### config.mk
export PLATFORM = sky130hd
export DESIGN_NAME = smr_ctrl
export DESIGN_NICKNAME = d
export VERILOG_FILES = /design/src/hw/smr_pkg.sv /design/src/hw/smr_capture.sv /design/src/hw/smr_ctrl.sv
export SDC_FILE = /design/constraint.sdc
export NUM_CORES = 1
export LEC_CHECK = 0
export ABC_AREA = 1
export ABC_CLOCK_PERIOD_IN_PS = 2120
export BUFFER_PORTS_ARGS = -buffer_cell sky130_fd_sc_hd__buf_2
export CAP_MARGIN = 20
export CORE_ASPECT_RATIO = 1.4
export CORE_MARGIN = 8
export CORE_UTILIZATION = 53
export DETAILED_ROUTE_END_ITERATION = 10
export PLACE_DENSITY = 0.77
export SYNTH_ARGS = -nofsm -noshare
export SYNTH_HDL_FRONTEND = slang
export SYNTH_HIERARCHICAL = 1
export SYNTH_SLANG_ARGS = --single-unit
### constraint.sdc
create_clock -name clock -period 2.12 [get_ports clock]
set_input_delay 0.106 -clock clock [delete_from_list [all_inputs] [get_ports clock]]
set_output_delay 0.106 -clock clock [all_outputs]
set_load 0.02 [all_outputs]
### src/hw/smr_pkg.sv
package smr_pkg;
    // ****************************************
    // Controller registers (byte addresses)
    // ****************************************
    localparam logic [3:0] REG_CMD = 4'h0;    // Command word
    localparam logic [3:0] REG_ADDR = 4'h4;   // Bank and row/column
    localparam logic [3:0] REG_STATUS = 4'h8; // Status and bank state
    localparam logic [3:0] REG_RDATA = 4'hc;  // Captured pattern word
    // Command field codes
    localparam logic [2:0] OP_ACT = 3'h1;
    localparam logic [2:0] OP_PRE = 3'h2;
    localparam logic [2:0] OP_PREA = 3'h3;
    localparam logic [2:0] OP_READ = 3'h4;
    localparam logic [2:0] OP_WRITE = 3'h5;
    localparam logic [2:0] OP_PAT_ON = 3'h6;
    localparam logic [2:0] OP_PAT_OFF = 3'h7;
    // Command and status word bit positions
    localparam int CMD_AP_BIT = 3;            // Auto precharge request
    localparam int CMD_BL8_BIT = 4;           // Full burst request
    localparam int ST_BUSY_BIT = 0;
    localparam int ST_PAT_BIT = 1;
    localparam int ST_ERR_BIT = 2;
    localparam int ST_OPEN_LSB = 8;
    // Device field layout
    localparam int BANKS = 8;
    localparam int ROW_W = 13;
    localparam logic [2:0] MR3_PAT_EN = 3'h4; // Enable, location 00b
    localparam logic [2:0] MR3_PAT_OFF = 3'h0;
    localparam logic [1:0] MR_SEL_THREE = 2'h3;
    localparam logic [7:0] PATTERN = 8'haa;   // Beats 0..7 = 0,1,0,1,...
    // Timing, in ns and derived cycles at 4 ns
    localparam int CLK_NS = 4;
    localparam int T_PRECHARGE_NS = 15;
    localparam int T_MODE_UPDATE_NS = 15;
    localparam int T_MODE_SET_CK = 4;
    localparam int T_PAT_RECOVERY_CK = 1;
    localparam int T_CCD_CK = 4;
    localparam int READ_LATENCY = 6;          // Additive plus column latency
    localparam int N_PRECHARGE = (T_PRECHARGE_NS + CLK_NS - 1) / CLK_NS;
    localparam int N_MODE_UPD = (T_MODE_UPDATE_NS + CLK_NS - 1) / CLK_NS;
    localparam int N_MODE = (N_MODE_UPD > T_MODE_SET_CK) ? N_MODE_UPD : T_MODE_SET_CK;
    // Controller states
    typedef enum logic [1:0] {SMR_IDLE, SMR_ISSUE, SMR_WAIT, SMR_CAPT} smr_state_t;
endpackage

### src/hw/smr_capture.sv
`timescale 1ns/1ns
// ****************************************
// Pattern capture indexed bit register
// ****************************************
module smr_capture (
    // Clock and reset
    input wire logic clock,
    input wire logic rst_n,
    // Control
    input wire logic start,
    input wire logic [2:0] first_beat,
    input wire logic [3:0] beats,
    // Device data, bit 0 of each lane
    input wire logic lane_lo_bit,
    input wire logic lane_hi_bit,
    // Result
    output logic [7:0] word,
    output logic lane_err,
    output logic done
);
    logic [3:0] left;   // Beats remaining
    logic [2:0] pos;    // Beat index
    // Store beats in, beat index picks bit
    always_ff @(posedge clock) begin
        if (!rst_n) begin
            left <= 4'h0;
            pos <= 3'h0;
            word <= 8'h00;
            lane_err <= 1'b0;
            done <= 1'b0;
        end else begin
            done <= 1'b0;
            if (start) begin
                left <= beats;
                pos <= first_beat;
                lane_err <= 1'b0;
            end else if (left != 4'h0) begin
                word[pos] <= lane_lo_bit;
                if (lane_lo_bit != lane_hi_bit) begin
                    lane_err <= 1'b1;
                end
                pos <= pos + 3'h1;
                left <= left - 4'h1;
                done <= (left == 4'h1);
            end
        end
    end
endmodule // smr_capture

### src/hw/smr_ctrl.sv
`timescale 1ns/1ns
// ****************************************
// Memory command controller with pattern readout
// ****************************************
module smr_ctrl (
    // Clock and reset
    input wire logic clock,
    input wire logic rst_n,
    // Wishbone slave
    input wire logic wb_cyc_i,
    input wire logic wb_stb_i,
    input wire logic wb_we_i,
    input wire logic [3:0] wb_adr_i,
    input wire logic [3:0] wb_sel_i,
    input wire logic [31:0] wb_dat_i,
    output logic [31:0] wb_dat_o,
    output logic wb_ack_o,
    // Device command pins
    output logic mem_cs_n,
    output logic mem_ras_n,
    output logic mem_cas_n,
    output logic mem_we_n,
    output logic [2:0] bank_select_inputs,
    output logic [12:0] mem_addr,
    // Device read data, bit 0 of each lane
    input wire logic lower_byte_data_lane_bit,
    input wire logic upper_byte_data_lane_bit
);
    // ****************************************
    // Declarations
    // ****************************************
    smr_pkg::smr_state_t state;             // Sequencer state
    logic [2:0] op;                         // Latched command code
    logic ap_req;                           // Auto precharge wanted
    logic bl8_req;                          // Full burst wanted
    logic [2:0] bank;                       // Latched bank
    logic [12:0] row_col;                   // Latched row or column
    logic [7:0] wait_cnt;                   // Spacing counter
    logic [7:0] lat_cnt;                    // Latency counter
    logic pattern_on;                       // Pattern readout enabled
    logic err;                              // Sticky illegal command or lane mismatch
    logic [7:0] bank_open;                  // Row open per bank
    logic [12:0] open_row [8];              // Open row per bank
    logic [7:0] pre_cnt [8];                // Precharge period per bank
    logic [7:0] rdata;                      // Last captured word

    // Capture handshake
    logic cap_start;
    logic [7:0] cap_word;
    logic cap_err;
    logic cap_done;

    // Bus decode
    logic wb_req;
    logic cmd_wr;
    logic legal;

    // Access strobe
    assign wb_req = wb_cyc_i && wb_stb_i && !wb_ack_o;
    assign cmd_wr = wb_req && wb_we_i && wb_adr_i == smr_pkg::REG_CMD && wb_sel_i[0]
        && state == smr_pkg::SMR_IDLE;

    // Command legality check against mode and bank state
    function automatic logic cmd_legal(input logic [2:0] c, input logic [2:0] b, input logic pat);
        logic ok;
        ok = 1'b1;
        if (pat) begin
            ok = (c == smr_pkg::OP_READ) || (c == smr_pkg::OP_PAT_OFF);
            if (c == smr_pkg::OP_WRITE) begin
                ok = 1'b0;
            end
        end else begin
            unique case (c)
                smr_pkg::OP_ACT: ok = !bank_open[b] && pre_cnt[b] == 8'h00;
                smr_pkg::OP_READ, smr_pkg::OP_WRITE: ok = bank_open[b];
                default: ok = 1'b1;
            endcase
        end
        // Code zero names no command
        if (c == 3'h0) begin
            ok = 1'b0;
        end
        return ok;
    endfunction
    assign legal = cmd_legal(wb_dat_i[2:0], bank, pattern_on);

    // ****************************************
    // Wishbone answer
    // ****************************************
    // One-cycle ack and read mux
    always_ff @(posedge clock) begin
        if (!rst_n) begin
            wb_ack_o <= 1'b0;
            wb_dat_o <= 32'h0000_0000;
        end else begin
            wb_ack_o <= wb_req;
            wb_dat_o <= 32'h0000_0000;
            if (wb_req && !wb_we_i) begin
                unique case (wb_adr_i)
                    smr_pkg::REG_ADDR: wb_dat_o <= {16'h0000, bank, row_col};
                    smr_pkg::REG_STATUS: wb_dat_o <= {16'h0000, bank_open, 5'h00, err, pattern_on,
                        state != smr_pkg::SMR_IDLE};
                    smr_pkg::REG_RDATA: wb_dat_o <= {24'h000000, rdata};
                    default: wb_dat_o <= 32'h0000_0000;
                endcase
            end
        end
    end

    // Address register write
    always_ff @(posedge clock) begin
        if (!rst_n) begin
            bank <= 3'h0;
            row_col <= 13'h0000;
        end else if (wb_req && wb_we_i && wb_adr_i == smr_pkg::REG_ADDR && state == smr_pkg::SMR_IDLE) begin
            if (wb_sel_i[0]) begin
                row_col[7:0] <= wb_dat_i[7:0];
            end
            if (wb_sel_i[1]) begin
                row_col[12:8] <= wb_dat_i[12:8];
                bank <= wb_dat_i[15:13];
            end
        end
    end

    // ****************************************
    // Command sequencer
    // ****************************************
    // Latch, issue, space and capture
    always_ff @(posedge clock) begin
        if (!rst_n) begin
            state <= smr_pkg::SMR_IDLE;
            op <= 3'h0;
            ap_req <= 1'b0;
            bl8_req <= 1'b0;
            wait_cnt <= 8'h00;
            lat_cnt <= 8'h00;
            pattern_on <= 1'b0;
            err <= 1'b0;
        end else begin
            // Write one clears error
            if (wb_req && wb_we_i && wb_adr_i == smr_pkg::REG_STATUS && wb_dat_i[smr_pkg::ST_ERR_BIT]) begin
                err <= 1'b0;
            end
            unique case (state)
                smr_pkg::SMR_IDLE: begin
                    if (cmd_wr) begin
                        if (legal) begin
                            op <= wb_dat_i[2:0];
                            ap_req <= wb_dat_i[smr_pkg::CMD_AP_BIT];
                            bl8_req <= wb_dat_i[smr_pkg::CMD_BL8_BIT];
                            state <= smr_pkg::SMR_ISSUE;
                        end else begin
                            // Refuse, flag error
                            err <= 1'b1;
                        end
                    end
                end
                smr_pkg::SMR_ISSUE: begin
                    state <= smr_pkg::SMR_WAIT;
                    unique case (op)
                        smr_pkg::OP_PREA, smr_pkg::OP_PRE: wait_cnt <= 8'(smr_pkg::N_PRECHARGE);
                        smr_pkg::OP_PAT_ON: begin
                            pattern_on <= 1'b1;
                            wait_cnt <= 8'(smr_pkg::N_MODE);
                        end
                        smr_pkg::OP_PAT_OFF: begin
                            pattern_on <= 1'b0;
                            wait_cnt <= 8'(smr_pkg::N_MODE);
                        end
                        smr_pkg::OP_READ: begin
                            lat_cnt <= 8'(smr_pkg::READ_LATENCY);
                            state <= smr_pkg::SMR_CAPT;
                        end
                        default: wait_cnt <= 8'(smr_pkg::T_CCD_CK);
                    endcase
                end
                smr_pkg::SMR_WAIT: begin
                    // Count spacing down
                    if (wait_cnt <= 8'h01) begin
                        state <= smr_pkg::SMR_IDLE;
                    end else begin
                        wait_cnt <= wait_cnt - 8'h01;
                    end
                end
                smr_pkg::SMR_CAPT: begin
                    // Latency, then the burst
                    if (lat_cnt != 8'h00) begin
                        lat_cnt <= lat_cnt - 8'h01;
                    end else if (cap_done) begin
                        wait_cnt <= 8'(pattern_on ? smr_pkg::T_PAT_RECOVERY_CK : smr_pkg::T_CCD_CK);
                        state <= smr_pkg::SMR_WAIT;
                        if (cap_err) begin
                            err <= 1'b1;
                        end
                    end
                end
            endcase
        end
    end

    // Capture starts one cycle before data
    assign cap_start = state == smr_pkg::SMR_CAPT && lat_cnt == 8'h01;

    // Keep last captured word
    always_ff @(posedge clock) begin
        if (!rst_n) begin
            rdata <= 8'h00;
        end else if (cap_done) begin
            // software reruns reads on this word
            rdata <= cap_word;
        end
    end

    // ****************************************
    // Bank tracking
    // ****************************************
    // Open rows and precharge timers
    always_ff @(posedge clock) begin
        if (!rst_n) begin
            bank_open <= 8'h00;
            for (int i = 0; i < smr_pkg::BANKS; i++) begin
                open_row[i] <= 13'h0000;
                pre_cnt[i] <= 8'h00;
            end
        end else begin
            // Precharge timers tick down
            for (int i = 0; i < smr_pkg::BANKS; i++) begin
                if (pre_cnt[i] != 8'h00) begin
                    pre_cnt[i] <= pre_cnt[i] - 8'h01;
                end
            end
            if (state == smr_pkg::SMR_ISSUE) begin
                unique case (op)
                    smr_pkg::OP_ACT: begin
                        bank_open[bank] <= 1'b1;
                        open_row[bank] <= row_col;
                    end
                    smr_pkg::OP_PRE: begin
                        bank_open[bank] <= 1'b0;
                        pre_cnt[bank] <= 8'(smr_pkg::N_PRECHARGE);
                    end
                    smr_pkg::OP_PREA: begin
                        bank_open <= 8'h00;
                        for (int i = 0; i < smr_pkg::BANKS; i++) begin
                            pre_cnt[i] <= 8'(smr_pkg::N_PRECHARGE);
                        end
                    end
                    smr_pkg::OP_READ, smr_pkg::OP_WRITE: begin
                        // auto precharge closes only this bank
                        if (ap_req && !pattern_on) begin
                            bank_open[bank] <= 1'b0;
                            pre_cnt[bank] <= 8'(smr_pkg::N_PRECHARGE + smr_pkg::T_CCD_CK);
                        end
                    end
                    default: begin
                    end
                endcase
            end
        end
    end

    // ****************************************
    // Pin drive
    // ****************************************
    // Registered command, address and bank pins
    always_ff @(posedge clock) begin
        if (!rst_n) begin
            {mem_cs_n, mem_ras_n, mem_cas_n, mem_we_n} <= 4'hf;
            bank_select_inputs <= 3'h0;
            mem_addr <= 13'h0000;
        end else begin
            // Idle pins show a no-op
            {mem_cs_n, mem_ras_n, mem_cas_n, mem_we_n} <= 4'h7;
            if (state == smr_pkg::SMR_ISSUE) begin
                bank_select_inputs <= bank;
                mem_addr <= row_col;
                unique case (op)
                    // Activate
                    smr_pkg::OP_ACT: {mem_cs_n, mem_ras_n, mem_cas_n, mem_we_n} <= 4'h3;
                    // Precharge one or all
                    smr_pkg::OP_PRE, smr_pkg::OP_PREA: begin
                        {mem_cs_n, mem_ras_n, mem_cas_n, mem_we_n} <= 4'h2;
                        mem_addr[10] <= (op == smr_pkg::OP_PREA);
                    end
                    // Column access
                    smr_pkg::OP_READ, smr_pkg::OP_WRITE: begin
                        {mem_cs_n, mem_ras_n, mem_cas_n, mem_we_n} <= (op == smr_pkg::OP_READ) ? 4'h5 : 4'h4;
                        // bit 12 not a column bit
                        mem_addr[12] <= bl8_req;
                        mem_addr[10] <= ap_req;
                        if (pattern_on) begin
                            mem_addr[1:0] <= 2'h0;
                            mem_addr[2] <= bl8_req ? 1'b0 : row_col[2];
                        end
                    end
                    // Mode set
                    default: begin
                        {mem_cs_n, mem_ras_n, mem_cas_n, mem_we_n} <= 4'h0;
                        bank_select_inputs <= {1'b0, smr_pkg::MR_SEL_THREE};
                        mem_addr <= {10'h000, (op == smr_pkg::OP_PAT_ON) ? smr_pkg::MR3_PAT_EN : smr_pkg::MR3_PAT_OFF};
                    end
                endcase
            end
        end
    end

    // ****************************************
    // Capture
    // ****************************************
    // eight beats at base 0
    // four beats at base 0 or 4
    smr_capture u_capture (
        .clock(clock),
        .rst_n(rst_n),
        .start(cap_start),
        .first_beat(bl8_req ? 3'h0 : {row_col[2], 2'h0}),
        .beats(bl8_req ? 4'h8 : 4'h4),
        .lane_lo_bit(lower_byte_data_lane_bit),
        .lane_hi_bit(upper_byte_data_lane_bit),
        .word(cap_word),
        .lane_err(cap_err),
        .done(cap_done)
    );

    // device side, reads here go to array once disabled
endmodule // smr_ctrl

==> results_tabular.tex <==
\begin{tabular}{lr}
\hline
Metric & Value \\
\hline
\multicolumn{2}{l}{\textbf{Yosys}} \\
Fraction of post-synthesis cell area in the top cell type by area & 0.3587 \\
Leading area contributor after synthesis & dfxtp\_1 \\
Most area-consuming cells after synthesis & dfxtp\_1 (36\%), nand2\_1 (9.0\%), inv\_1 (7.4\%) \\
Count of flip-flops with a built-in enable after synthesis & 16 \\
Synth top cells by count & nand2\_1 (217), inv\_1 (179), dfxtp\_1 (162) \\
Adder-cell area share of the yosys netlist & 0.04013 \\
Share of synthesized area occupied by flip-flops and latches & 0.4118 \\
Async set-or-reset flop fraction in the synthesized netlist & 0 \\
Area share of xor/xnor cells in the synthesized design & 0.02906 \\
Multiplexer share of the synthesized area & 0 \\
Compound-gate portion of the synthesized area & 0.1470 \\
Dominant cell by count in the synthesized netlist & nand2\_1 \\
Count of mapped cells out of synthesis & 1229 \\
Dominant combinational cell family by area after synthesis & simple AND/OR/NAND/NOR gates \\
Synth Cell Area & between 9000 and 10000 um2 \\
Warnings, synthesis & 6 \\
Flops \& latches, synth & $\sim$180 \\
Number of distinct library cell variants in the gate-level netlist after synthesis & 58 \\
Synthesized-area fraction occupied by and/or/nand/nor cells & 0.2635 \\
Main synth FF type & dfxtp\_1 \\
Syn avg cell area & between 7 and 8 um2 \\
\multicolumn{2}{l}{\textbf{Worst hold path}} \\
Path type of the worst min-delay path & in2reg \\
\multicolumn{2}{l}{\textbf{Placed design}} \\
RD Place Congestion & roughly 0.9 \\
Number of buffers inserted by port buffering & 65 \\
Place WS & roughly 0.096 ns \\
Cells after DPL & approximately 1.5k \\
Half-perimeter wire length of the detailed placement result & 16440 um \\
Post-Place Cell Area & 9733 um2 \\
\multicolumn{2}{l}{\textbf{Clock tree}} \\
Clock sink count & 178 \\
Cts bufs inserted & 17 \\
Buffers inserted by post-CTS timing repair & 0 \\
Buffer depth of the longest clock path & 2 \\
Skew-Pair Late Insertion Delay & approximately 0.44 ns \\
Clock-pin slew of the registers on the worst-case setup and hold paths & $\sim$0.07 ns \\
H-tree depth & 4 \\
TritonCTS clock tree & built \\
Clock tree root driver cell & clkbuf\_16 \\
\multicolumn{2}{l}{\textbf{Timing}} \\
Worst-Margin Slew & $\sim$0.58 ns \\
Total negative slack for setup checks & 0 ns \\
Final worst clock skew & approximately 0.009 ns \\
Final-report max-slew violation count & 0 \\
\# setup viols final & 0 \\
Final critical delay including setup and external delays & 1.942 ns \\
Share of the clock period used by the worst path after layout & 0.9161 \\
Unrepaired setup endpoints after global routing & false \\
Number of hold-slack violations in the final timing report & 0 \\
Max frequency & between 0.5 and 0.6 GHz \\
Normalized max-slew margin & 0.6157 \\
Least setup slack across all paths after layout & about 0.18 ns \\
\multicolumn{2}{l}{\textbf{Critical path}} \\
Cell chain of the critical path & nor2\_1 > nand2\_1 > o21ai\_0 > nand3\_1 > nand3\_1 > nand3\_1 > nand2\_2 > nand3\_1 > nand2\_2 > nand3\_1 > nand2\_1 > nor2\_1 \\
Critical path start-end classification & reg2reg \\
Category of the worst setup path launch point & register \\
Critical Path Most Common Cell & nand3\_1 \\
Arrival time reported for the critical path endpoint & between 2 and 2.5 ns \\
Critical-path top delay cell & edfxtp\_1 \\
Data required time at the worst endpoint & roughly 2.5 ns \\
Capturing element type of the critical path & register \\
Crit Path Max Fanout & 4 \\
Max incr delay on CP & between 0.4 and 0.5 ns \\
\multicolumn{2}{l}{\textbf{Finish}} \\
Number of fill cells in the layout & between 1k and 1.5k \\
Finished Cell Area & between 10000 and 15000 um2 \\
Final-stage net count & around 1.4k \\
Layout area overhead & 16.58\% \\
Proportion of layout cells with a drive suffix above 1 & 0.1485 \\
Non-filler instance count after layout & between 1.5k and 2k \\
Diodes inserted & 0 \\
Sequential cell area & 3725 um2 \\
Area of combinational cells with multiple inputs & $\sim$4400 um2 \\
\multicolumn{2}{l}{\textbf{Global route}} \\
Vias in the first global route & just over 8k \\
Pin count of the biggest net entering global routing & 30 \\
Initial antenna violation count & 0 \\
Global Route met1 Usage & 0.2180 \\
Global Route met3 Usage & 0.03738 \\
Met2 Track Usage GR & 0.3928 \\
Aggregate global-route resource usage & 0.2112 \\
First-pass GRT wire length & roughly 37000 um \\
Grt peak-use layer & met2 \\
Sum of overflow across all layers after global routing & 0 \\
\multicolumn{2}{l}{\textbf{Route}} \\
Post-route antenna net violation count & 0 \\
Drc violations & 0 \\
Number of DRC violations after detailed-routing iteration 0 & 529 \\
Vias per std cell & 5.289 \\
Average wire length per cell after detail routing & 14.23 um \\
Total routed wirelength & 22240 um \\
Vias post-DR & $\sim$8.3k \\
Length of the first detailed-routing pass in iterations & 5 \\
\multicolumn{2}{l}{\textbf{Floorplan}} \\
I/O pin cnt & 100 \\
Starting utilization of the core area & 0.5399 \\
Placeable Area & between 15000 and 20000 um2 \\
Area of the die & 21550 um2 \\
DIE WIDTH & around 130 um \\
Height of the die & 170.5 um \\
Std cell rows & 56 \\
\multicolumn{2}{l}{\textbf{Power}} \\
Peak ir drop on the vdd network & approximately 0.71 mV \\
Leakage power summed over all cells & just under 5 nW \\
Sequential group share of total power & 0.368 \\
Switching fraction of total power & 0.3920 \\
Power Internal & 7.975 mW \\
Power Density & 1244 nW/um2 \\
Combinational Power Share & 0.390 \\
Switching power summed over all nets & between 5 and 6 mW \\
Clock Power Share & 0.242 \\
\multicolumn{2}{l}{\textbf{Run}} \\
Total of max-cap violations & 0 \\
\multicolumn{2}{l}{\textbf{Status}} \\
Outcome & completed \\
\hline
\end{tabular}
cells by family after synthesis:
group	after synthesis
AO/OA/AOI/OAI	228
adder cells (fa/ha/maj)	29
AND/OR/NAND/NOR	529
other	1
flip-flops	178
XOR/XNOR	30
buffers and inverters	234
final cells by class:
class                           instances  area share
Sequential cell                       178      0.3534
Multi-Input combinational cell        836      0.4212
Tap cell                              203     0.02410
Inverter                              192     0.06885
Clock inverter                         12     0.01104
Timing Repair Buffer                  122     0.07609
Clock buffer                           20     0.04535
per-stage QoR:
| stage | hold WS [ns] | total power, mW | utilization |
|---|---|---|---|
| CTS | 0.006297 | 13.10 | 0.6275 |
| global placement | 0.3444 | 9.728 | 0.5812 |
| finish | 0.01403 | 13.12 | 0.6294 |
| detailed placement | 0.3518 | 9.881 | 0.5812 |
| global route | 0.02220 | 14.15 | 0.6294 |
| floorplan | 0.2336 | 8.846 | - |
worst max-delay path: cells and delay by family (launching register included):
kind            cells  cell delay [ns]
compound gates      1             0.27
flops               1             0.42
simple gates       11             1.14
cells in the final DEF, fill, tap and decap left out, types with 10 or more instances in the layout:
| cell type | instances |
|---|---|
| a21oi_1 | 96 |
| nor2_2 | 20 |
| nand3_1 | 51 |
| buf_2 | 65 |
| a31oi_1 | 10 |
| inv_1 | 178 |
| nand2_1 | 214 |
| buf_4 | 38 |
| edfxtp_1 | 16 |
| o21ai_0 | 70 |
| ha_1 | 27 |
| dlygate4sd3_1 | 18 |
| xnor2_1 | 10 |
| nor3_1 | 40 |
| nand4_1 | 18 |
| conb_1 | 20 |
| o22ai_1 | 12 |
| xor2_1 | 20 |
| dfxtp_1 | 161 |
| nor2_1 | 151 |
| inv_2 | 12 |
| clkbuf_16 | 18 |
path summary, 6_finish.rpt:
kind	from	end	slack, ns	cells after the start
setup reg to reg	pre_cnt[4][2]	state[1]	0.18	12
hold / removal	rst_n	u_capture/word[3]	0.01	3
hold reg to reg	rdata[0]	rdata[0]	0.46	2
setup / recovery	pre_cnt[4][2]	state[1]	0.18	12
routing by layer:
metal	wire, um	part of all wire	vias up
met5	0	0	-
met4	1032	0.046	0
met3	1024	0.046	74
met2	11530	0.52	232
met1	8653	0.39	3760
li1	-	-	4200
power by group through the flow:
stage | registers [mW] | logic, mW | clock network, mW
after floorplan | 4.79 | 4.06 | 0
after global placement | 4.86 | 4.87 | 0
after detailed placement | 4.88 | 5.00 | 0
after CTS | 4.81 | 5.09 | 3.20
after global routing | 4.92 | 5.88 | 3.35
final | 4.83 | 5.11 | 3.17
state kept, by name, summed over array words and instances (netlist names), 3 cells and up, named ones only:
register            cells
pre_cnt                64
bank_open               8
wb_dat_o               16
u_capture/pos           3
row_col                13
bank_select_inputs      3
u_capture/left          4
rdata                   8
wait_cnt                8
mem_addr               13
op                      3
bank                    3
u_capture/word          8
lat_cnt                 8
what timing repair did:
action | CTS | global route
gates resized for setup | 0 | 12
hold endpoints to repair | 27 | 0
hold buffers | 18 | 0
endpoints found under the setup margin | 0 | 18
No activity file was read; power rests on OpenSTA's default activity.
